File: config.mk
export PLATFORM = sky130hd
export DESIGN_NAME = system_address_decoder
export DESIGN_NICKNAME = d
export VERILOG_FILES = /design/src/pkg/addr_decode_pkg.sv /design/src/hdl/system_address_decoder.sv
export SDC_FILE = /design/constraint.sdc
export NUM_CORES = 1
export LEC_CHECK = 0
export ABC_AREA = 1
export BUFFER_PORTS_ARGS = -buffer_cell sky130_fd_sc_hd__buf_4
export CAP_MARGIN = 25
export CORE_AREA = 3 3 155 157
export DETAILED_ROUTE_END_ITERATION = 8
export DIE_AREA = 0 0 158 160
export PLACE_DENSITY_LB_ADDON = 0.3
export SETUP_SLACK_MARGIN = 0.02
export SYNTH_ARGS = -nofsm -noshare
export SYNTH_HDL_FRONTEND = slang
export SYNTH_SLANG_ARGS = --single-unit
File: constraint.sdc
create_clock -name ref_clk -period 3.8 [get_ports ref_clk]
set_input_delay 0 -clock ref_clk [delete_from_list [all_inputs] [get_ports ref_clk]]
set_output_delay 0 -clock ref_clk [all_outputs]
set_load 0.005 [all_outputs]
File: src/pkg/addr_decode_pkg.sv
// address map constants, target codes and timing for the system address decoder
// assumes a 32-bit byte address from the core and a 20 MHz bus clock
package addr_decode_pkg;
    localparam int ADDR_W = 32;
    // program code window
    localparam logic [31:0] CODE_BASE = 32'h0000_0000;
    localparam logic [31:0] CODE_LAST = 32'h1FFF_FFFF;
    localparam logic [31:0] VECTOR_BASE = 32'h0000_0000;
    localparam logic [31:0] FLASH_LAST = 32'h0003_FFFF;
    localparam logic [31:0] SRAM_LO_BASE = 32'h1FFF_8000;
    localparam logic [31:0] SRAM_HI_BASE = 32'h2000_0000;
    localparam logic [31:0] SRAM_HI_LAST = 32'h2000_7FFF;
    // sram region and bit-band
    localparam logic [31:0] SRAM_REGION_LAST = 32'h3FFF_FFFF;
    localparam logic [31:0] BITBAND_LAST = 32'h200F_FFFF;
    localparam logic [31:0] ALIAS_BASE = 32'h2200_0000;
    localparam logic [31:0] ALIAS_LAST = 32'h23FF_FFFF;
    // peripherals
    localparam logic [31:0] PERIPH_BASE = 32'h4000_0000;
    localparam logic [31:0] PERIPH_LAST = 32'h5FFF_FFFF;
    localparam logic [31:0] EMI_CTRL_BASE = 32'h4000_5400;
    localparam logic [31:0] EMI_CTRL_LAST = 32'h4000_54FF;
    // external memory
    localparam logic [31:0] EXT_BASE = 32'h6000_0000;
    localparam int EXT_ADDR_W = 24;
    localparam logic [31:0] EXT_LAST = 32'h60FF_FFFF;
    localparam logic [31:0] EXT_SPACE_LAST = 32'h9FFF_FFFF;
    localparam logic [31:0] SYS_LAST = 32'hDFFF_FFFF;
    // private peripheral bus
    localparam logic [31:0] PPB_BASE = 32'hE000_0000;
    localparam logic [31:0] PPB_LAST = 32'hE00F_FFFF;
    localparam logic [31:0] SYS_HI_BASE = 32'hE010_0000;
    // external access timing: four bus cycles at 20 MHz
    localparam int EXT_ACCESS_CYCLES = 4;
    localparam int CLK_PERIOD_NS = 50;
    localparam int UNALIGNED_EXTRA = 1;
    localparam logic [2:0] EXT_CNT_INIT = 3'(EXT_ACCESS_CYCLES - 1);

    typedef enum logic [2:0] {
        TGT_NONE = 3'b000,
        TGT_CODE = 3'b001,
        TGT_SRAM = 3'b010,
        TGT_PERIPH = 3'b011,
        TGT_EXT = 3'b100,
        TGT_PPB = 3'b101,
        TGT_SYS = 3'b110
    } target_t;

    typedef enum logic [1:0] {
        BUS_INSTRUCTION_CODE_BUS = 2'b00,
        BUS_DATA_CODE_BUS = 2'b01,
        BUS_SYSTEM = 2'b10,
        BUS_PRIV = 2'b11
    } bus_sel_t;

    typedef enum logic [1:0] {
        ST_IDLE = 2'b00,
        ST_WAIT = 2'b01,
        ST_RMW = 2'b10
    } state_t;
endpackage : addr_decode_pkg

File: src/hdl/system_address_decoder.sv
// system address decoder: sorts core accesses into regions, picks the bus,
// performs bit-band alias read and read-modify-write, and paces external memory
// assumes one request at a time from the core and single-cycle internal targets
`timescale 1ns/1ps
//
// Behaviour
// - lowest half gigabyte is program code; vectors sit at address zero
// - sram region holds 1 MB bit-band area aliased by 32 MB at 0x22000000; here only alias words for the 32K block to 0x20007FFF decode, the rest error
// - alias word write updates one sram bit from written bit 0, atomically
// - alias word read returns only the addressed sram bit, zero or one
// - external memory control registers decode at 0x40005400 to 0x400054FF
// - external memory starts at 0x60000000 with at most 24 address bits
// - external data path is 8 or 16 bits wide
// - instruction fetch from external memory only when it is 16 bits wide
// - each external memory access occupies four bus clock cycles
// - synchronous or asynchronous external memory, only one type at a time
// - external memory has no access protection or code security
// - instruction and data code buses carry only program code addresses
// - system bus carries 0x20000000-0xDFFFFFFF and 0xE0100000-0xFFFFFFFF
// - system bus also takes fetches in 0x20000000-0x3FFFFFFF, possibly slower
// - private peripheral bus serves 0xE0000000-0xE00FFFFF for control and debug
// - unaligned word and half-word accesses complete, with extra cycles; the decoder adds one cycle, none for external memory
// - 32K sram block decoded at 0x1FFF8000, top of code region
// - 32K sram block decoded at base of sram region, ending at 0x20007FFF
module system_address_decoder
    import addr_decode_pkg::*;
(
    // clock and reset
    input wire logic ref_clk,
    input wire logic srst,
    // core request
    input wire logic req_valid,
    input wire logic req_write,
    input wire logic req_fetch,
    input wire logic [1:0] req_size,
    input wire logic [31:0] req_addr,
    input wire logic [31:0] req_wdata,
    // external memory configuration straps
    input wire logic ext_width16,
    input wire logic ext_sync_mode,
    // target read data
    input wire logic [31:0] code_rdata,
    input wire logic [31:0] sram_rdata,
    input wire logic [31:0] periph_rdata,
    input wire logic [15:0] ext_rdata,
    input wire logic [31:0] ppb_rdata,
    input wire logic [31:0] sys_rdata,
    // core response
    output logic resp_valid,
    output logic resp_error,
    output logic [31:0] resp_rdata,
    // routing
    output target_t target_r,
    output bus_sel_t bus_sel_r,
    output logic emi_ctrl_sel_r,
    output logic vector_fetch_r,
    // sram port
    output logic sram_en_r,
    output logic sram_we_r,
    output logic [31:0] sram_addr_r,
    output logic [31:0] sram_wdata_r,
    // external memory port
    output logic ext_en_r,
    output logic ext_we_r,
    output logic ext_sync_r,
    output logic [23:0] ext_addr_r,
    output logic [15:0] ext_wdata_r
);

    ////////////////////////////////////////////////////////////////////////
    // decode

    wire logic in_code = req_addr <= CODE_LAST;
    wire logic in_flash = req_addr <= FLASH_LAST;
    wire logic in_sram_lo = req_addr >= SRAM_LO_BASE && in_code;
    wire logic in_sram_hi = req_addr >= SRAM_HI_BASE && req_addr <= SRAM_HI_LAST;
    wire logic in_alias = req_addr >= ALIAS_BASE && req_addr <= ALIAS_LAST;
    wire logic in_sram_region = req_addr >= SRAM_HI_BASE && req_addr <= SRAM_REGION_LAST;
    wire logic in_periph = req_addr >= PERIPH_BASE && req_addr <= PERIPH_LAST;
    wire logic in_emi_ctrl = req_addr >= EMI_CTRL_BASE && req_addr <= EMI_CTRL_LAST;
    wire logic in_ext = req_addr >= EXT_BASE && req_addr <= EXT_LAST;
    // external ram space beyond the 24 address bits is a hole, not system bus
    wire logic in_sys = in_sram_region || (req_addr > EXT_SPACE_LAST && req_addr <= SYS_LAST)
        || req_addr >= SYS_HI_BASE;
    wire logic in_ppb = req_addr >= PPB_BASE && req_addr <= PPB_LAST;
    // only a 16-bit external memory may hold code; no security check exists there
    wire logic ext_fetch_bad = in_ext && req_fetch && !ext_width16;
    // fetches above the sram region have no path, except into external memory
    wire logic fetch_bad = req_fetch && !in_code && !(in_sram_region) && !ext_fetch_bad
        && !in_ext;
    wire logic alias_hit = in_alias;
    // alias word n maps to sram bit n: byte = base + n/8, word bit = n mod 32
    wire logic [31:0] alias_word_addr = SRAM_HI_BASE + {12'h000, req_addr[24:7], 2'b00};
    wire logic [4:0] alias_bit = req_addr[6:2];
    wire logic alias_mapped = alias_word_addr <= SRAM_HI_LAST;

    target_t tgt_dec;
    always_comb begin
        // priority chain gives exactly one target
        tgt_dec = TGT_NONE;
        if (in_flash || in_sram_lo) begin
            tgt_dec = TGT_CODE;
        end else if (in_sram_hi || (alias_hit && alias_mapped)) begin
            tgt_dec = TGT_SRAM;
        end else if (in_emi_ctrl || in_periph) begin
            tgt_dec = TGT_PERIPH;
        end else if (in_ext) begin
            tgt_dec = TGT_EXT;
        end else if (in_ppb) begin
            tgt_dec = TGT_PPB;
        end else if (in_sys && !in_sram_region) begin
            tgt_dec = TGT_SYS;
        end
    end

    wire logic dec_error = tgt_dec == TGT_NONE || fetch_bad || ext_fetch_bad;
    wire bus_sel_t bus_dec = in_code ? (req_fetch ? BUS_INSTRUCTION_CODE_BUS : BUS_DATA_CODE_BUS)
        : in_ppb ? BUS_PRIV : BUS_SYSTEM;
    wire logic unaligned = (req_size == 2'b10 && req_addr[1:0] != 2'b00)
        || (req_size == 2'b01 && req_addr[0]);

    ////////////////////////////////////////////////////////////////////////
    // read data selection

    logic [31:0] sram_word_r;
    logic [4:0] bit_r;
    logic alias_r;
    logic [31:0] rdata_mux;
    always_comb begin
        case (target_r)
            TGT_CODE: rdata_mux = code_rdata;
            TGT_SRAM: rdata_mux = alias_r ? {31'h0000_0000, sram_rdata[bit_r]} : sram_rdata;
            TGT_PERIPH: rdata_mux = periph_rdata;
            TGT_EXT: rdata_mux = ext_width16 ? {16'h0000, ext_rdata} : {24'h00_0000, ext_rdata[7:0]};
            TGT_PPB: rdata_mux = ppb_rdata;
            TGT_SYS: rdata_mux = sys_rdata;
            default: rdata_mux = 32'h0000_0000;
        endcase
    end
    // bit-band merge for the write phase
    wire logic [31:0] merged = (sram_rdata & ~(32'h0000_0001 << bit_r))
        | ({31'h0000_0000, sram_word_r[0]} << bit_r);

    ////////////////////////////////////////////////////////////////////////
    // sequencer

    state_t state_r, state_nxt;
    logic [2:0] cnt_r;
    logic write_r;
    wire logic accept = state_r == ST_IDLE && req_valid;
    // external accesses stretch to four cycles; unaligned adds one
    wire logic [2:0] wait_init = (tgt_dec == TGT_EXT) ? EXT_CNT_INIT
        : unaligned ? 3'(UNALIGNED_EXTRA) : 3'h0;

    always_comb begin
        state_nxt = state_r;
        case (state_r)
            ST_IDLE: begin
                if (accept && !dec_error) begin
                    state_nxt = ST_WAIT;
                end
            end
            ST_WAIT: begin
                if (cnt_r == 3'h0) begin
                    state_nxt = (alias_r && write_r) ? ST_RMW : ST_IDLE;
                end
            end
            ST_RMW: state_nxt = ST_IDLE;
            default: state_nxt = ST_IDLE;
        endcase
    end

    always_ff @(posedge ref_clk) begin
        if (srst) begin
            state_r <= ST_IDLE;
            cnt_r <= 3'h0;
            write_r <= 1'b0;
            alias_r <= 1'b0;
            bit_r <= 5'h00;
            sram_word_r <= 32'h0000_0000;
        end else begin
            state_r <= state_nxt;
            if (accept) begin
                cnt_r <= wait_init;
                write_r <= req_write;
                alias_r <= alias_hit;
                bit_r <= alias_bit;
                sram_word_r <= req_wdata;
            end else if (cnt_r != 3'h0) begin
                cnt_r <= cnt_r - 3'h1;
            end
        end
    end

    ////////////////////////////////////////////////////////////////////////
    // outputs

    wire logic done = (state_r == ST_WAIT && cnt_r == 3'h0 && !(alias_r && write_r))
        || state_r == ST_RMW;

    always_ff @(posedge ref_clk) begin
        if (srst) begin
            resp_valid <= 1'b0;
            resp_error <= 1'b0;
            resp_rdata <= 32'h0000_0000;
            target_r <= TGT_NONE;
            bus_sel_r <= BUS_INSTRUCTION_CODE_BUS;
            emi_ctrl_sel_r <= 1'b0;
            vector_fetch_r <= 1'b0;
            sram_en_r <= 1'b0;
            sram_we_r <= 1'b0;
            sram_addr_r <= 32'h0000_0000;
            sram_wdata_r <= 32'h0000_0000;
            ext_en_r <= 1'b0;
            ext_we_r <= 1'b0;
            ext_sync_r <= 1'b0;
            ext_addr_r <= 24'h00_0000;
            ext_wdata_r <= 16'h0000;
        end else begin
            resp_valid <= (accept && dec_error) || done;
            resp_error <= accept && dec_error;
            resp_rdata <= done ? rdata_mux : 32'h0000_0000;
            ext_sync_r <= ext_sync_mode;
            if (accept) begin
                target_r <= dec_error ? TGT_NONE : tgt_dec;
                bus_sel_r <= bus_dec;
                emi_ctrl_sel_r <= in_emi_ctrl;
                vector_fetch_r <= req_fetch && req_addr == VECTOR_BASE;
                sram_en_r <= !dec_error && tgt_dec == TGT_SRAM;
                // alias writes read first, then write the merged word
                sram_we_r <= !dec_error && tgt_dec == TGT_SRAM && req_write && !alias_hit;
                sram_addr_r <= alias_hit ? alias_word_addr : req_addr;
                sram_wdata_r <= req_wdata;
                ext_en_r <= !dec_error && tgt_dec == TGT_EXT;
                ext_we_r <= req_write;
                ext_addr_r <= req_addr[EXT_ADDR_W-1:0];
                ext_wdata_r <= ext_width16 ? req_wdata[15:0] : {8'h00, req_wdata[7:0]};
            end else if (state_nxt == ST_RMW) begin
                sram_we_r <= 1'b1;
                sram_wdata_r <= merged;
            end else if (state_nxt == ST_IDLE) begin
                sram_en_r <= 1'b0;
                sram_we_r <= 1'b0;
                ext_en_r <= 1'b0;
            end
        end
    end
endmodule : system_address_decoder

==> impl_metrics.toml, run 1 <==
[run_status]
status = "finished clean"

[synthesis]
synth_compound_area_share_pct = 25.27
avgSynthCellArea_sq_um = 7.110
ys.flop_type = "dfxtp_1"
yosys-mux-area-fraction_pct = 0
synth_cell_types = 45
ys_seq_area_share_pct = 39.57
synth_xor_area_share_pct = 0
async_flop_share_pct = 0
yosys_warnings = 0
ys_ff_latch = 156
netlist_area_sq_um = 7893
synth_edf_count = 0
synth-simple-area-share_pct = 23.73
synth_top_family_by_area = "compound AO/OA/AOI/OAI gates"
synth_cells = 1110
synth_adder_area_share_pct = 0.3171
synth_fp_nets = 1361

[layout]
drive_above_1_share_pct = 29.77
instances_no_fill = 1915
final_nets = 1864
multi_input_area_sq_um = 3904
synthToLayoutAreaGrowth_pct = 66.19
fill_cells = 2082
seqCellArea_sq_um = 3123

[placement]
gp_congestion = 0.9206
hpwl_mm = 28.61
dp.cells = 1730
io_buffers = 398
dp_slack_ns = 1.264

[timing]
worstMarginPinSlew_ns = 0.9170
hold_viol = 0
slew_viol_final = 0
clock_skew_ns = 0.009276
finalSetupViolations = 0
slew_headroom_pct = 38.72
tns_ns = 0
worst_slack_ns = 0.2913
rsz0062_at_grt = "no"
fmax_ghz = 0.2850
min_period_ns = 3.509
fin_crit_sh_pct = 92.33

[critical_path]
timing.rr.end = "resp_rdata[3]$_SDFF_PP0_"
worstPathMaxFanout = 32
cp_top_family = "buffers and inverters"
critPathKind = "reg2reg"
worstReg2RegStart = "target_r[1]$_SDFFE_PP0P_"
crit_top_cell = "dlygate4sd3_1"
crit_path_end_kind = "flip-flop"
critPathLaunch = "target_r[1]$_SDFFE_PP0P_"
reg2reg_slack_ns = 0.29
slowest_stage = "dfxtp_1"
crit_buf_inv = 2
slowest_delay_ns = 0.84
cp.arrival_ns = 3.87
worstPathRequired_ns = 4.16
critPathLaunchType = "flip-flop"
worstRegToRegCells = 6
cp_cell_sequence = "nand4_2 > nor2_1 > a221oi_1 > dlygate4sd3_1 > a21oi_1 > dlygate4sd3_1"
worstSetupPathDepth = 6

[die]
num_rows = 55
start_util_pct = 34.86
ios = 399
die_h_um = 160
die_w_um = 158
core-area_sq_um = 22640
floorplan.die_area_sq_um = 25280

[clocking]
postCtsHoldBufs = 147
tritoncts = "yes"
clk_latency_ns = 0.43
cts_buffers = 17
cts_root_buf = "clkbuf_16"
post-cts-setup-buffers = 0
ctsResizeCount = 0
clock_path_buffers = 2
htreeDepth = 4
clk_pin_slew_ns = 0.07
cts_sinks = 156

[grt]
grt_use_met1_pct = 37.22
grt_usage_pct = 29.35
grt_first_pass_wirelength_mm = 57.26
grt_pass1_vias = 9750
use_met3_pct = 7.127
use_met2_pct = 46.25
grt_max_degree = 82
grt_antenna_before_repair = 4
grt-ovfl-total = 0
top_usage_layer = "met2"

[detailed_routing]
via_per_inst = 5.257
dr_total_vias = 10067
post-route-drc-count = 0
drtIter0Drc = 828
drt-pass1-iter-count = 5
routed_wl_mm = 38.80
ant_nets = 0
routedWlPerCell_um = 20.26

[power]
combPwrFrac_pct = 21.0
vdd_drop_max_mv = 0.3003
p_leak_nw = 6.053
switching_share_pct = 29.03
clockPowerShare_pct = 39.1
power.internal_mw = 3.218
power_density_nw_per_um2 = 345.7
switchingPower_mw = 1.317
power_frac_seq_pct = 39.9

[flow_run]
cap_violations = 0

[worst_hold_path]
hp-class = "in2reg"
holdPathEnd = "sram_wdata_r[10]$_SDFFE_PP0P_"
worstHoldPathCells = 5
hold_start = "sram_rdata[10]"
## cells in the final DEF, fill, tap and decap left out, types with 23 or more instances in the layout
cell type,instances
a211oi_1,32
a21oi_1,86
buf_4,403
dfxtp_1,156
dlygate4sd3_1,147
inv_1,133
nand2_1,188
nand3_1,34
nand4_1,44
nor2_1,105
o21ai_0,111
o22ai_1,23
## metrics by stage
step	util [%]	instance area, sq um	power [mW]	hold slack [ns]
6_report	57.93	13120	4.535	0.01957
5_1_grt	57.93	13120	4.717	0.001781
4_1_cts	57.68	13060	4.539	0.01037
3_5_place_dp	48.54	10990	2.672	0.2139
3_3_place_gp	48.36	10950	2.662	0.2044
2_1_floorplan	-	7893	2.183	0.1070
## area by class of cell
class | count | share of cell area [%]
Tap cell | 285 | 2.719
Clock buffer | 18 | 3.348
Timing Repair Buffer | 555 | 34.96
Antenna cell | 4 | 0.07631
Multi-Input combinational cell | 740 | 29.76
Inverter | 143 | 4.121
Clock inverter | 14 | 1.202
Sequential cell | 156 | 23.81
## cells by family after synthesis
logic type               after synthesis
AO/OA/AOI/OAI                        328
adder cells (fa/ha/maj)                2
buffers and inverters                214
flip-flops                           156
AND/OR/NAND/NOR                      410
## registers in the layout, summed over array words and instances (netlist names), 2 cells and up
register	flops
sram_addr_r	32
bit_r	4
bus_sel_r	2
target_r	3
resp_rdata	32
state_r	2
cnt_r	3
sram_wdata_r	32
ext_wdata_r	16
ext_addr_r	20
## per-layer routing
metal	part of all wire, %	wire [um]	up-vias
li1	-	-	4815
met1	40	15600	4632
met2	46	17740	520
met3	8.9	3442	100
met4	5.2	2020	0
met5	0	0	-
## cell usage after synthesis, types with 2 or more instances
master | number | share of area (%)
buf_2 | 41 | 2.6
buf_1 | 4 | 0.19
nand3b_1 | 2 | 0.19
clkbuf_1 | 22 | 1.0
buf_4 | 3 | 0.29
inv_1 | 133 | 6.3
o21ai_2 | 3 | 0.33
a211oi_2 | 4 | 0.63
nand2_4 | 2 | 0.29
nand2_2 | 4 | 0.32
a41oi_1 | 8 | 0.89
o31ai_1 | 4 | 0.38
a211oi_1 | 32 | 3.0
o221ai_1 | 13 | 1.4
inv_2 | 7 | 0.33
nand3_1 | 34 | 2.2
a21oi_1 | 86 | 5.5
dfxtp_1 | 156 | 40
a221oi_1 | 8 | 0.89
nand4_1 | 44 | 3.5
nor2_1 | 105 | 5.0
nor3_1 | 7 | 0.44
o22ai_1 | 23 | 1.8
nor2_2 | 4 | 0.32
a31oi_1 | 22 | 1.7
nand2_1 | 188 | 8.9
a32o_1 | 8 | 1.0
nor2_4 | 5 | 0.71
o21ai_0 | 111 | 7.0
nand3_2 | 5 | 0.63
ha_1 | 2 | 0.32
nor4_1 | 3 | 0.24
nor3_2 | 5 | 0.63
## worst max-delay path by stage
stage / slack [ns] / end
finish: 0.29 / resp_rdata[3]$_SDFF_PP0_
CTS: 0.32 / resp_rdata[1]$_SDFF_PP0_
global placement: 1.13 / resp_rdata[15]$_SDFF_PP0_
detailed placement: 1.26 / resp_rdata[5]$_SDFF_PP0_
global route: 0.03 / resp_rdata[1]$_SDFF_PP0_
floorplan: 2.16 / sram_wdata_r[0]$_SDFFE_PP0P_
## worst min-delay path, cell delays in order
cell	delay [ns]
buf_4	0.12
inv_1	0.07
a21oi_1	0.08
nand2_1	0.06
a31oi_1	0.06
## power groups by stage
| stage | sequential (mW) | clock [mW] | combinational, mW |
|---|---|---|---|
| 2_1_floorplan | 1.82 | 0 | 0.359 |
| 3_3_place_gp | 1.85 | 0 | 0.814 |
| 3_5_place_dp | 1.84 | 0 | 0.828 |
| 4_1_cts | 1.81 | 1.79 | 0.937 |
| 5_1_grt | 1.82 | 1.86 | 1.03 |
| 6_report | 1.81 | 1.77 | 0.951 |
No activity file was read; power rests on OpenSTA's default activity.
==> run 2: changes to the inputs <==
Settings changed: CELL_PAD_IN_SITES_DETAIL_PLACEMENT set to 0, CELL_PAD_IN_SITES_GLOBAL_PLACEMENT set to 1, CORE_AREA 3 3 155 157 to unset, CORE_MARGIN set to 3, CORE_UTILIZATION set to 34, DIE_AREA 0 0 158 160 to unset.
==> run 2 against run 1 <==
Effect of this change:
- via count decreased by 0.90%
- utilization decreased by 0.43 points
- global-route usage decreased by 1.2 points
- register-to-register slack improved by 0.22 ns
- setup slack improved by 0.22 ns
- clock-buffer cell count increased by 1
- clock power decreased by 2%
- sequential cell count unchanged
- clock skew increased by 0.0051 ns
- largest cell class unchanged
- largest power group unchanged
==> impl_metrics.toml, run 2 (same netlist as run 1, synthesis figures left out) <==
[die]
num_rows = 55
ios = 399
floorplan.die_area_sq_um = 25080
die_h_um = 158.4
die_w_um = 158.4
core-area_sq_um = 22710
start_util_pct = 34.75

[detailed_routing]
routedWlPerCell_um = 19.40
drtIter0Drc = 911
via_per_inst = 5.226
dr_total_vias = 9976
ant_nets = 0
post-route-drc-count = 0
drt-pass1-iter-count = 6
routed_wl_mm = 37.04

[timing]
tns_ns = 0
worstMarginPinSlew_ns = 0.9615
fin_crit_sh_pct = 86.64
slew_headroom_pct = 35.81
min_period_ns = 3.292
clock_skew_ns = 0.01435
hold_viol = 0
slew_viol_final = 0
rsz0062_at_grt = "no"
finalSetupViolations = 0
fmax_ghz = 0.3037

[layout]
drive_above_1_share_pct = 29.70
post-route-util_pct = 57.50
final_common_cell = "buf_4"
instances_no_fill = 1909
final_nets = 1862
top_regs = "resp_rdata: 32 flops, sram_addr_r: 32 flops, sram_wdata_r: 32 flops"
synthToLayoutAreaGrowth_pct = 65.46
layout_common_cells = "buf_4 (405), nand2_1 (188), dfxtp_1 (156)"
final_area_sq_um = 13060

[clocking]
clk_pin_slew_ns = 0.07
cts_sinks = 156
cts_buffers = 17
clk_latency_ns = 0.44
tritoncts = "yes"
htreeDepth = 4
clock_path_buffers = 2
cts_root_buf = "clkbuf_16"

[critical_path]
cp_cell_sequence = "inv_1 > nand4_2 > nor2_1 > a221oi_1 > dlygate4sd3_1 > a21oi_1 > dlygate4sd3_1"
worstPathMaxFanout = 32
critPathKind = "reg2reg"
slowest_stage = "nand4_2"
crit_top_cell = "dlygate4sd3_1"
worstPathRequired_ns = 4.19
cp.arrival_ns = 3.68
crit_path_end_kind = "flip-flop"
critPathLaunchType = "flip-flop"
slowest_delay_ns = 0.77

[grt]
grt_antenna_before_repair = 1
grt-ovfl-total = 0
grt_first_pass_wirelength_mm = 54.28
grt_max_degree = 67
grt_pass1_vias = 9600
grt_usage_pct = 28.13

[flow_run]
cap_violations = 0

[power]
power_density_nw_per_um2 = 342.8
p_total_mw = 4.477
vdd_drop_max_mv = 0.2813
p_leak_nw = 6.007

[placement]
gp_congestion = 0.9165
hpwl_mm = 27.12
io_buffers = 398
placed_cell_area_sq_um = 11010
dp.cells = 1731

[run_status]
status = "finished clean"

[worst_hold_path]
hp-class = "in2reg"
[run 2: cell count changes in the layout (fill, tap and decap cells not counted)]
cell,change
buf_4,+2
buf_6,-1
clkbuf_1,+2
clkbuf_8,-1
clkinv_2,-1
clkinv_4,-1
clkinvlp_4,+1
diode_2,-3
dlygate4sd3_1,-3
inv_8,-1
[run 2: report_power, final]
| part | internal [mW] | switching, mW |
|---|---|---|
| Combinational | 0.483 | 0.460 |
| Clock | 0.974 | 0.754 |
| Sequential | 1.73 | 0.0739 |
[run 2: layout make-up]
type | instances | area, sq um
tap | 285 | 356.6
sequential | 156 | 3123
clock buffer | 19 | 432.9
inverter | 143 | 540.5
timing repair buffer | 553 | 4559
clock inverter | 12 | 140.1
multi-input combinational | 740 | 3904
antenna | 1 | 2.502
fill | 2162 | 9651
[run 2: stage by stage]
| step | setup WS (ns) | hold slack [ns] |
|---|---|---|
| 2_1_floorplan | 2.158 | 0.1070 |
| 3_5_place_dp | 1.440 | 0.2112 |
| 6_report | 0.5078 | 0.007308 |
| 5_1_grt | 0.2588 | 0.01964 |
| 4_1_cts | 0.3688 | 0.005338 |
| 3_3_place_gp | 1.390 | 0.1992 |
[run 2: final timing paths]
check / start / endpoint / slack [ns] / cells past startpoint
setup / recovery: target_r[2]$_SDFFE_PP0P_ / resp_rdata[3]$_SDFF_PP0_ / 0.51 / 7
setup reg to reg: target_r[2]$_SDFFE_PP0P_ / resp_rdata[3]$_SDFF_PP0_ / 0.51 / 7
hold / removal: sram_rdata[8] / sram_wdata_r[8]$_SDFFE_PP0P_ / 0.007 / 5
hold reg to reg: ext_addr_r[1]$_SDFFE_PP0P_ / ext_addr_r[1]$_SDFFE_PP0P_ / 0.46 / 2
[run 2: layer usage]
| layer | part of all wire, % | vias up | global-route usage, % | routed length (um) |
|---|---|---|---|---|
| li1 | - | 4808 | - | - |
| met1 | 41 | 4635 | 35.25 | 15090 |
| met2 | 48 | 441 | 46.76 | 17820 |
| met3 | 7.4 | 92 | 6.850 | 2734 |
| met4 | 3.8 | 0 | 10.98 | 1389 |
| met5 | 0 | - | 0 | 0 |
[run 2: repair_timing]
action	CTS	global route
endpoints found under the hold margin	147	0
setup endpoints to repair	0	0
hold buffers	144	0
buffers inserted	0	0
resized for setup	0	0
[run 2: critical path, delay by kind of cell (launching register included)]
kind	cells	cell delay, ns
simple gates	2	1.09
buf+inv	3	1.49
compound gates	2	0.20
flops	1	0.45
==> run 3: changes to the inputs <==
Settings changed: CELL_PAD_IN_SITES_DETAIL_PLACEMENT 0 to unset, CELL_PAD_IN_SITES_GLOBAL_PLACEMENT 1 to unset, CORE_AREA set to 3 3 155 157, CORE_MARGIN 3 to unset, CORE_UTILIZATION 34 to unset, DIE_AREA set to 0 0 158 160, GPL_TIMING_DRIVEN set to 0.
==> run 3 against run 2 <==
Effect of this change:
- worst hold slack improved by 0.00051 ns
- die area rose by 0.81%
- routed wire length rose by 10%
- combinational power rose by 6%
- via count rose by 4.9%
- cell count rose by 3.2%
- first-iteration DRC count fell by 2.2%
- largest cell class unchanged
- final area rose by 1.4%
- non-clock buffer count rose by 57
- global-route usage rose by 2.8 points
- critical path depth rose by 3
- setup slack improved by 0.35 ns
==> impl_metrics.toml, run 3 (same netlist as run 1, synthesis figures left out) <==
[critical_path]
cp_top_family = "buffers and inverters"
critPathKind = "reg2reg"
worstPathRequired_ns = 4.11
crit_path_end_kind = "flip-flop"
crit_buf_inv = 6
critPathLaunchType = "flip-flop"
slowest_delay_ns = 0.60
cp_cell_sequence = "buf_4 > inv_1 > buf_2 > nand3_2 > buf_2 > nor2_1 > a221oi_1 > dlygate4sd3_1 > a21oi_1 > dlygate4sd3_1"
slowest_stage = "dlygate4sd3_1"
cp.arrival_ns = 3.25
worstPathMaxFanout = 10

[layout]
final_area_sq_um = 13240
synthToLayoutAreaGrowth_pct = 67.71
top_regs = "resp_rdata: 32 flops, sram_addr_r: 32 flops, sram_wdata_r: 32 flops"
final_common_cell = "buf_4"
post-route-util_pct = 58.46
layout_common_cells = "buf_4 (400), nand2_1 (188), dfxtp_1 (156)"
instances_no_fill = 1971
final_nets = 1919
drive_above_1_share_pct = 30.71

[timing]
tns_ns = 0
slew_viol_final = 0
rsz0062_at_grt = "no"
fin_crit_sh_pct = 77.34
clock_skew_ns = 0.01215
worstMarginPinSlew_ns = 0.7333
finalSetupViolations = 0
slew_headroom_pct = 51.11
hold_viol = 0
fmax_ghz = 0.3402
min_period_ns = 2.939

[detailed_routing]
dr_wl_met3_mm = 3.844
post-route-drc-count = 0
drt-pass1-iter-count = 7
via_per_inst = 5.311
routedWlPerCell_um = 20.76
wl_met1_mm = 16.02
dr_total_vias = 10468
drtIter0Drc = 891
routed.top_layer = "met4"
routed-wl-met2_mm = 19.36
ant_nets = 0
routed_wl_mm = 40.92

[power]
p_total_mw = 4.509
power_density_nw_per_um2 = 340.7
vdd_drop_max_mv = 0.2792
p_leak_nw = 6.153

[placement]
io_buffers = 397
dp.cells = 1792
gp_congestion = 0.9339
hpwl_mm = 31.51
placed_cell_area_sq_um = 11230

[grt]
grt-ovfl-total = 0
grt_usage_pct = 30.98
grt_pass1_vias = 10173
grt_first_pass_wirelength_mm = 59.79
grt_antenna_before_repair = 6
grt_max_degree = 17

[clocking]
cts_sinks = 156
cts_root_buf = "clkbuf_16"
htreeDepth = 4
clk_latency_ns = 0.43
clock_path_buffers = 2
tritoncts = "yes"
cts_buffers = 17
clk_pin_slew_ns = 0.07
ctsResizeCount = 0

[flow_run]
cap_violations = 0

[run_status]
status = "finished clean"

[die]
num_rows = 55
start_util_pct = 34.86
die_w_um = 158
ios = 399
die_h_um = 160
floorplan.die_area_sq_um = 25280
core-area_sq_um = 22640

[worst_hold_path]
hp-class = "in2reg"
## run 3: metal layers
| metal | GRT usage [%] | vias up |
|---|---|---|
| li1 | - | 4928 |
| met1 | 37.88 | 4924 |
| met2 | 50.84 | 522 |
| met3 | 8.401 | 94 |
| met4 | 13.57 | 0 |
| met5 | 0 | - |
## run 3: cell type report
type	count	area, sq um
clock buffers	19	442.9
clock inverters	12	127.6
inverters	143	540.5
plain buffers	71	336.6
well taps	285	356.6
fillers	2091	9404
flip-flops and latches	156	3123
diodes	6	15.01
multi-input cells	740	3892
repair buffers	539	4402
## run 3: what timing repair did
item | 4_1_cts | 5_1_grt
buffers inserted | 0 | 0
hold buffers | 142 | 0
endpoints found under the hold margin | 143 | 0
## run 3: worst register-to-register path, cell delays in order (launching register included)
cell and delay (ns):
dfxtp_1 0.32, buf_4 0.18, inv_1 0.08, buf_2 0.20
nand3_2 0.18, buf_2 0.29, nor2_1 0.07, a221oi_1 0.23
dlygate4sd3_1 0.60, a21oi_1 0.07, dlygate4sd3_1 0.59
## run 3: power breakdown
part	total, mW	switching (mW)	internal, mW
clock	1.72	0.779	0.938
combinational	1.00	0.507	0.495
sequential	1.79	0.0598	1.73
total	4.51	1.35	3.16
## run 3: path summary, 6_finish.rpt
kind	slack [ns]	cells past startpoint	start	endpoint
hold / removal	0.008	6	req_size[0]	cnt_r[0]$_SDFFE_PP0P_
setup / recovery	0.86	10	target_r[2]$_SDFFE_PP0P_	resp_rdata[7]$_SDFF_PP0_
setup reg to reg	0.86	10	target_r[2]$_SDFFE_PP0P_	resp_rdata[7]$_SDFF_PP0_
hold reg to reg	0.46	2	ext_addr_r[21]$_SDFFE_PP0P_	ext_addr_r[21]$_SDFFE_PP0P_
## run 3: per-stage QoR
| stage | setup WS, ns | hold WS, ns |
|---|---|---|
| floorplan | 2.158 | 0.1070 |
| global placement | 1.691 | 0.2042 |
| detailed placement | 1.682 | 0.2087 |
| CTS | 0.9453 | 0.001442 |
| global route | 0.7073 | 0.02399 |
| finish | 0.8610 | 0.007814 |
